$ cat src/rtl/data_mem_pkg.sv
// data_mem_pkg: constants shared by the banked data memory decoder.
// assumes a 14-bit linear data address split into bank and offset.
package data_mem_pkg;

  // address geometry
  localparam int BANK_W = 6;
  localparam int OFFS_W = 8;
  localparam int ADDR_W = BANK_W + OFFS_W;
  localparam int DATA_W = 8;
  localparam int NUM_BANKS = 64;
  localparam int BANK_BYTES = 256;

  // fast-access bank split: low offsets reach ram, high offsets reach sfrs
  localparam logic [OFFS_W-1:0] FAST_SPLIT = 8'h60;
  localparam logic [BANK_W-1:0] FAST_RAM_BANK = 6'h05;
  localparam logic [BANK_W-1:0] FAST_SFR_BANK = 6'h04;

  // location of the bank pointer inside the special function register space
  localparam logic [ADDR_W-1:0] BANK_PTR_ADDR = 14'h04E0;

  // reset value of the bank pointer
  localparam logic [BANK_W-1:0] BANK_PTR_RESET = 6'h00;

  // default count of populated banks, counted from bank 0
  localparam int IMPL_BANKS_DEF = 16;

  // which path formed the current address
  typedef enum logic [1:0] {
    PATH_FAST,
    PATH_BANKED,
    PATH_INDEXED,
    PATH_POINTER
  } addr_path_t;

  // true when the bank holding addr is populated
  function automatic logic is_implemented(
    input logic [ADDR_W-1:0] addr,
    input int impl_banks
  );
    is_implemented = (int'(addr[ADDR_W-1:OFFS_W]) < impl_banks);
  endfunction : is_implemented

endpackage : data_mem_pkg

$ cat src/rtl/addr_former.sv
// addr_former: combinational forming of the full data address.
// assumes all inputs are stable within the cycle of the request.
`timescale 1ns/1ps
`default_nettype none

module addr_former (
  // instruction address fields
  input wire logic [data_mem_pkg::OFFS_W-1:0] offset,
  input wire logic access_sel,
  input wire logic use_pointer,
  // address sources
  input wire logic [data_mem_pkg::BANK_W-1:0] bank_ptr,
  input wire logic [data_mem_pkg::ADDR_W-1:0] pointer_addr,
  input wire logic [data_mem_pkg::ADDR_W-1:0] index_base,
  input wire logic extended_instr_enable,
  // result
  output logic [data_mem_pkg::ADDR_W-1:0] full_addr,
  output data_mem_pkg::addr_path_t path
);
  import data_mem_pkg::*;

  // pointer first, then banked, then the fast-access map
  always_comb begin
    full_addr = '0;
    path = PATH_FAST;
    if (use_pointer) begin
      full_addr = pointer_addr;
      path = PATH_POINTER;
    end else if (access_sel) begin
      full_addr = {bank_ptr, offset};
      path = PATH_BANKED;
    end else if (offset < FAST_SPLIT) begin
      if (extended_instr_enable) begin
        // alternate map: low offsets index from the base pointer
        full_addr = ADDR_W'(index_base + ADDR_W'(offset));
        path = PATH_INDEXED;
      end else begin
        full_addr = {FAST_RAM_BANK, offset};
      end
    end else begin
      full_addr = {FAST_SFR_BANK, offset};
    end
  end

endmodule : addr_former

`default_nettype wire

$ cat src/rtl/banked_data_memory_decoder.sv
// banked_data_memory_decoder: turns core access requests into strobes for
// the physical data ram, owns the bank pointer, and hides unpopulated banks.
// assumes the ram reads asynchronously from mem_addr and writes on the edge
// after mem_we is seen; the core holds a request for exactly one cycle.
// assumes populated banks count up from bank 0 and that a bank is either
// fully present or absent; a partly filled bank reads as populated.
// mem_addr follows the formed address every cycle, request or not; only
// mem_rd and mem_we tell the ram to act, which saves a hold mux.
//
// Functional notes
// sixty-four banks of 256 bytes, linear
// unimplemented reads give zero, writes dropped
// banked address is bank pointer over offset
// access-select one uses bank pointer
// access-select zero uses fast-access map
// fast offsets 00-5F reach bank five ram
// fast offsets 60-FF reach bank four sfrs
// fast access completes in one cycle; here the read answer comes two cycles after the request, as for banked access
// bank pointer loaded by literal or sfr
// every bank selectable, all paths reach memory
// extended enable selects alternate fast map
// pointer access uses full address, any bank
// bank pointer clears to zero on reset
`timescale 1ns/1ps
`default_nettype none

module banked_data_memory_decoder #(
  parameter int IMPL_BANKS = data_mem_pkg::IMPL_BANKS_DEF
) (
  // clock and reset
  input wire logic ref_clk,
  input wire logic sys_rst,
  // core access request
  input wire logic rd_req,
  input wire logic wr_req,
  input wire logic [data_mem_pkg::OFFS_W-1:0] offset,
  input wire logic access_sel,
  input wire logic use_pointer,
  input wire logic [data_mem_pkg::ADDR_W-1:0] pointer_addr,
  input wire logic [data_mem_pkg::ADDR_W-1:0] index_base,
  input wire logic [data_mem_pkg::DATA_W-1:0] wr_data,
  // bank pointer literal load
  input wire logic load_bank_literal_instr,
  input wire logic [data_mem_pkg::BANK_W-1:0] bank_literal,
  // configuration
  input wire logic extended_instr_enable,
  // core answer
  output logic rd_valid,
  output logic [data_mem_pkg::DATA_W-1:0] rd_data,
  output logic [data_mem_pkg::BANK_W-1:0] bank_pointer_reg,
  // physical ram port
  output logic [data_mem_pkg::ADDR_W-1:0] mem_addr,
  output logic mem_rd,
  output logic mem_we,
  output logic [data_mem_pkg::DATA_W-1:0] mem_wdata,
  input wire logic [data_mem_pkg::DATA_W-1:0] mem_rdata
);
  import data_mem_pkg::*;

  logic [BANK_W-1:0] bank_q;
  logic [BANK_W-1:0] bank_d;
  logic [ADDR_W-1:0] full_addr;
  // decode results for the request in this cycle
  logic impl_hit;
  logic ptr_hit;
  logic sfr_bank_wr;
  logic rd_ok;
  logic wr_ok;
  logic [ADDR_W-1:0] addr_q;
  logic rd_q;
  logic we_q;
  logic [DATA_W-1:0] wdata_q;
  logic pend_rd_q;
  logic pend_impl_q;
  logic pend_ptr_q;
  logic rd_valid_q;
  logic [DATA_W-1:0] rd_data_q;
  logic [DATA_W-1:0] rd_data_d;

  // one qualification for both ram strobes, so reads and writes can never
  // disagree about which locations the ram owns
  function automatic logic ram_strobe(
    input logic req,
    input logic populated,
    input logic at_pointer
  );
    ram_strobe = req && populated && !at_pointer;
  endfunction : ram_strobe

  // address forming is purely combinational, so a fast-access request is
  // decoded in the cycle it arrives with no bank pointer update first
  addr_former u_addr_former (
    .offset(offset),
    .access_sel(access_sel),
    .use_pointer(use_pointer),
    .bank_ptr(bank_q),
    .pointer_addr(pointer_addr),
    .index_base(index_base),
    .extended_instr_enable(extended_instr_enable),
    .full_addr(full_addr),
    .path()
  );

  // population check and bank pointer's own sfr slot; population is
  // judged by bank alone, the pointer slot is recognised apart
  assign impl_hit = is_implemented(full_addr, IMPL_BANKS);
  assign ptr_hit = (full_addr == BANK_PTR_ADDR);

  // the core writes the pointer like any other sfr; this write skips the
  // population check so the pointer stays reachable with few banks fitted
  assign sfr_bank_wr = wr_req && ptr_hit;

  // the ram only sees requests inside a populated bank and away from the
  // pointer slot; a refused write simply never strobes
  assign rd_ok = ram_strobe(rd_req, impl_hit, ptr_hit);
  assign wr_ok = ram_strobe(wr_req, impl_hit, ptr_hit);

  // next bank pointer: the literal load wins over a same-cycle sfr write,
  // since the core cannot issue both from one instruction anyway
  always_comb begin
    bank_d = bank_q;
    if (load_bank_literal_instr) begin
      bank_d = bank_literal;
    end else if (sfr_bank_wr) begin
      bank_d = wr_data[BANK_W-1:0];
    end
  end

  // bank pointer register; clearing it selects bank 0 until software
  // loads another value
  always_ff @(posedge ref_clk) begin
    if (sys_rst) begin
      bank_q <= BANK_PTR_RESET;
    end else begin
      bank_q <= bank_d;
    end
  end

  // ram address and write data follow the core every cycle; only the
  // strobes say whether the ram should act on them
  always_ff @(posedge ref_clk) begin
    if (sys_rst) begin
      addr_q <= '0;
      wdata_q <= '0;
    end else begin
      addr_q <= full_addr;
      wdata_q <= wr_data;
    end
  end

  // ram strobes; the pointer slot is served here, not by the ram
  always_ff @(posedge ref_clk) begin
    if (sys_rst) begin
      rd_q <= 1'b0;
      we_q <= 1'b0;
    end else begin
      rd_q <= rd_ok;
      we_q <= wr_ok;
    end
  end

  // a read in flight; this alone times the answer two edges after the
  // request, whatever the target turns out to be
  always_ff @(posedge ref_clk) begin
    if (sys_rst) begin
      pend_rd_q <= 1'b0;
    end else begin
      pend_rd_q <= rd_req;
    end
  end

  // where the read in flight landed, captured with the request because
  // the address inputs may already hold the next request by the answer
  always_ff @(posedge ref_clk) begin
    if (sys_rst) begin
      pend_impl_q <= 1'b0;
      pend_ptr_q <= 1'b0;
    end else begin
      pend_impl_q <= impl_hit;
      pend_ptr_q <= ptr_hit;
    end
  end

  // read answer: a hole in the map reads as zero rather than stale data,
  // and the byte holds between answers so the core may take it late
  always_comb begin
    rd_data_d = rd_data_q;
    if (pend_rd_q) begin
      if (pend_ptr_q) begin
        rd_data_d = DATA_W'(bank_q);
      end else if (pend_impl_q) begin
        rd_data_d = mem_rdata;
      end else begin
        rd_data_d = '0;
      end
    end
  end

  // read answer registers; valid is a one-cycle pulse
  always_ff @(posedge ref_clk) begin
    if (sys_rst) begin
      rd_valid_q <= 1'b0;
      rd_data_q <= '0;
    end else begin
      rd_valid_q <= pend_rd_q;
      rd_data_q <= rd_data_d;
    end
  end

  // outputs straight from flip-flops, so neither the core nor the ram
  // ever sees a decode glitch
  assign rd_valid = rd_valid_q;
  assign rd_data = rd_data_q;
  assign bank_pointer_reg = bank_q;
  assign mem_addr = addr_q;
  assign mem_rd = rd_q;
  assign mem_we = we_q;
  assign mem_wdata = wdata_q;

endmodule : banked_data_memory_decoder

`default_nettype wire

$ cat config.mk
export PLATFORM = sky130hd
export DESIGN_NAME = banked_data_memory_decoder
export DESIGN_NICKNAME = d
export VERILOG_FILES = /design/src/rtl/data_mem_pkg.sv /design/src/rtl/addr_former.sv /design/src/rtl/banked_data_memory_decoder.sv
export SDC_FILE = /design/constraint.sdc
export NUM_CORES = 1
export LEC_CHECK = 0
export BUFFER_PORTS_ARGS = -buffer_cell sky130_fd_sc_hd__buf_2
export CAP_MARGIN = 20
export CORE_UTILIZATION = 24
export DETAILED_ROUTE_END_ITERATION = 12
export PLACE_DENSITY = 0.45
export SLEW_MARGIN = 20
export SYNTH_ARGS = -nofsm -noshare
export SYNTH_HDL_FRONTEND = slang
export SYNTH_HIERARCHICAL = 1
export SYNTH_SLANG_ARGS = --single-unit
export TNS_END_PERCENT = 5
$ cat constraint.sdc
create_clock -name ref_clk -period 4.9 [get_ports ref_clk]
set_input_delay 0.98 -clock ref_clk [delete_from_list [all_inputs] [get_ports ref_clk]]
set_output_delay 0.98 -clock ref_clk [all_outputs]
set_load 0.005 [all_outputs]
==> Word-level counts from Yosys, hierarchy flattened <==
Cells that the tools add are included.
{ "totals": {"elab_cells": 29, "inputBits": 66, "register_bits": 42} }
{ "classes": {"addsub": 1, "eq_ne": 1, "muxes": 8, "n_lt_le_gt_ge": 2, "n_reduce_logical": 7} }
{ "op_table": {"columns": ["operator", "count"], "rows": [
  ["2-to-1 mux 14 bit", 4],
  ["2-to-1 mux 8 bit", 2],
  ["adder 14 x 8 -> 14 bit", 1],
  ["== test 14 x 11 -> 1 bit, second input constant", 1],
  ["2-to-1 mux 6 bit", 2],
  ["< comparator 8 x 7 -> 1 bit, second input constant", 1],
  ["< comparator 6 x 5 -> 1 bit, second input constant", 1],
  ["logical AND 1 bit", 5],
  ["nonzero test 2 bit", 1],
  ["zero test 1 bit", 1]
]} }

==> Logic depth before layout (Yosys ltp) <==
{ "depth": {"ltp_word": 9, "depth_mapped": 10, "depth_no_buf": 10} }

==> By module <==
The synthesis kept the hierarchy.
{ "by_module_without_submodules": {"columns": ["mod", "seq_area_each_um2", "area_per_inst_um2", "instances", "cells_each"], "rows": [
  ["banked_data_memory_decoder", 840.8, 1510.2, 1, 137],
  ["addr_former", 0.0, 860.8, 1, 120]
]} }

==> Least setup slack after synthesis <==
Ideal clock, no wire load.
{ "synth_timing": {"kind": "input to register", "start": "input offset[0] in the netlist's numbering", "end": "register bank_q[0], in the netlist bank_pointer_reg[0]", "setup_time_ps": 121, "cell_stages": 10, "t_arrival_ps": 3377, "setup_slack_ps": 1402, "cell_sequence": "ha_1 -> fa_1 -> a211oi_2 -> o21ai_2 -> o211ai_1 -> xnor2_1 -> a221o_1 -> nor3b_1 -> a41oi_4 -> mux2_2"} }
{ "synth_via": {"elab_chain_len": 8} }
{ "synth_lines": {"columns": ["item", "line_no", "rtl"], "rows": [
  ["from (decl)", "banked_data_memory_decoder.sv:36", "input wire logic [data_mem_pkg::OFFS_W-1:0] offset,"],
  ["adder 14 x 8 -> 14 bit", "addr_former.sv:35", "full_addr = ADDR_W'(index_base + ADDR_W'(offset));"],
  ["2-to-1 mux 14 bit", "addr_former.sv:33", "if (extended_instr_enable) begin"],
  ["2-to-1 mux 14 bit (*)", "addr_former.sv:32", "end else if (offset < FAST_SPLIT) begin"],
  ["2-to-1 mux 14 bit (*)", "addr_former.sv:29", "end else if (access_sel) begin"],
  ["2-to-1 mux 14 bit (*)", "addr_former.sv:26", "if (use_pointer) begin"],
  ["net full_addr[12]", "banked_data_memory_decoder.sv:62", "logic [ADDR_W-1:0] full_addr;"],
  ["== test 14 x 11 -> 1 bit (*)", "banked_data_memory_decoder.sv:107", "assign ptr_hit = (full_addr == BANK_PTR_ADDR);"],
  ["logical AND 1 bit (*)", "banked_data_memory_decoder.sv:111", "assign sfr_bank_wr = wr_req && ptr_hit;"],
  ["nonzero test 2 bit (no source line) (*)", null, null],
  ["to (signal assigned)", "banked_data_memory_decoder.sv:135", "bank_q <= bank_d;"],
  ["to (decl)", "banked_data_memory_decoder.sv:60", "logic [BANK_W-1:0] bank_q;"]
]} }
The timed path passes the listed nets; every way through them passes the cells marked *.
A chain may end at the register's enable or synchronous reset.

==> Final worst setup path <==
{ "layout_timing": {"start": "input offset[0] in the netlist's numbering", "end": "register bank_q[4], in the netlist bank_pointer_reg[4]"} }
Same word-level chain as after synthesis.

==> flow_summary.json <==
{
  "criticalPathCategory": "in2reg",
  "grt_pass1_wl_um": 10400,
  "htree_levels": 2,
  "slew_headroom_pct": 45.9,
  "fp.dieH_um": 101,
  "drtPass1Iterations": 4,
  "cap_violations": 0,
  "first_global_vias": 2130,
  "postRouteAntennaNets": 0,
  "viasPerCell": 4.55,
  "die_w_um": 101,
  "clock.fmax_ghz": 0.287,
  "cp-start-kind": "input pin",
  "tightest_slew_ns": 0.811,
  "cp_max_fo": 6,
  "dr.first_iter.drc_count": 64,
  "peakVddDrop_uv": 98.4,
  "power.total_uw": 785,
  "required_ns": 5.09,
  "cts_setup_buffers": 0,
  "drt-total-wl_um": 6560,
  "drc": 0,
  "path_delay_family": "compound AO/OA/AOI/OAI gates",
  "nets": 425,
  "outcome": "finished clean",
  "antenna_found_initial": 0,
  "vias": 2184,
  "ctsResizeCount": 0,
  "setup_viol": 0,
  "numCtsBuffers": 5,
  "end_kind": "register",
  "clock_skew_ns": 0.00821,
  "clockBufferDepth": 2,
  "gp_congestion": 0.821,
  "p_per_area_nw_per_um2": 257,
  "initial_core_util_pct": 25.2,
  "period_minus_slack_ns": 3.48,
  "cts_root_buffer": "clkbuf_8",
  "cts_hold_buf": 0,
  "r2r_slack_ns": 3.00,
  "syn_area_um2": 2360,
  "place_hpwl_um": 5200,
  "slew_viol_final": 0,
  "tritoncts": "yes",
  "coreArea_um2": 9370,
  "hp-class": "reg2reg",
  "wl_per_cell_um": 13.7,
  "io_pins": 105,
  "cp_slowest_stage_delay_ns": 0.44,
  "cts_sinks": 42,
  "min_period_over_period_pct": 71.1,
  "slowest_stage": "fa_1",
  "fin_tns_setup_ns": 0,
  "grt_overflow": 0,
  "yosysWarnings": 6,
  "port_buffers": 104,
  "rsz0062_at_grt": "false",
  "grt_max_degree": 47,
  "avgSynthCellArea_um2": 9.25,
  "crit_chain": "buf_2, ha_1, fa_1, a211oi_2, o21ai_2, o211ai_1, xnor2_1, a221o_1, nor3b_1, a41oi_4, mux2_2",
  "hold_viol_final": 0,
  "syn-instance-count": 255,
  "dieArea_um2": 10200,
  "largest_reg_flops": 14,
  "syn-num-nets": 330,
  "num_rows": 35,
  "path_buf_inv": 1,
  "clkLatencyLatePin_ns": 0.29,
  "num_antenna_cells": 0,
  "path_clk_slew_ns": 0.08,
  "leakage_nw": 1.36,
  "syn_to_final_growth_pct": 29.8,
  "layout-drive-gt1-share_pct": 37.0,
  "grt_usage_pct": 12.9,
  "arrival_ns": 3.67
}
==> cells in the final DEF (no fill, tap or decap), types with 3 or more instances in the layout <==
cell	instances
buf_2	104
dfxtp_1	42
nor2b_1	33
nor2_1	19
nand2_1	15
mux2i_1	12
a21oi_1	11
o21ai_0	10
ha_1	8
a211oi_1	7
a22oi_1	6
nor3b_1	6
mux2_2	6
clkbuf_8	6
o211ai_1	5
xnor2_1	4
xor2_1	4
nand2b_1	3
nand3_1	3
or3_1	3
inv_1	3
a21o_1	3
==> power by group <==
group / total (mW) / switching [mW] / internal (mW)
combinational: 0.178 / 0.0920 / 0.0860
clock: 0.234 / 0.121 / 0.113
sequential: 0.373 / 0.0117 / 0.361
==> worst min-delay path, delay by kind of cell, from the launching register on <==
kind | cells | cell delay, ns
AND/OR/NAND/NOR | 1 | 0.06
flip-flops | 1 | 0.31
AO/OA/AOI/OAI | 1 | 0.05
==> worst paths after layout <==
kind                                           end                              from  depth (start not counted)
hold / removal             rd_data[7]$_SDFFE_PP0P_           rd_data[7]$_SDFFE_PP0P_                          2
hold reg to reg            rd_data[7]$_SDFFE_PP0P_           rd_data[7]$_SDFFE_PP0P_                          2
setup / recovery  bank_pointer_reg[4]$_SDFFE_PP0P_                         offset[0]                         11
setup reg to reg  bank_pointer_reg[4]$_SDFFE_PP0P_  bank_pointer_reg[5]$_SDFFE_PP0P_                          6
==> area by class of cell <==
cell class,count,area (um2)
Fill cell,1052,6310
Multi-Input combinational cell,194,1430
Sequential cell,42,841
Timing Repair Buffer,104,520
Tap cell,129,161
Clock buffer,6,82.6
Clock inverter,2,12.5
Inverter,3,11.3
==> routing by layer <==
| metal | part of all wire (%) | vias up | track usage [%] |
|---|---|---|---|
| met2 | 45 | 78 | 21.3 |
| met3 | 5.9 | 5 | 2.28 |
| met4 | 0.92 | 0 | 3.68 |
| met5 | 0 | - | 0 |
| li1 | - | 1104 | - |
| met1 | 48 | 997 | 17.3 |
==> stage by stage <==
stage | worst slack (ns) | instance area, um2 | hold slack, ns | util, % | instances
after floorplan | 1.40 | 2360 | 0.462 | - | 255
after global placement | 1.12 | 2970 | 0.451 | 31.6 | 472
after detailed placement | 1.05 | 2970 | 0.458 | 31.6 | 472
after CTS | 1.40 | 3060 | 0.472 | 32.7 | 480
after global routing | 1.22 | 3060 | 0.511 | 32.7 | 480
final | 1.42 | 3060 | 0.466 | 32.7 | 480
Note: power is estimated with default switching activity, not from simulation.
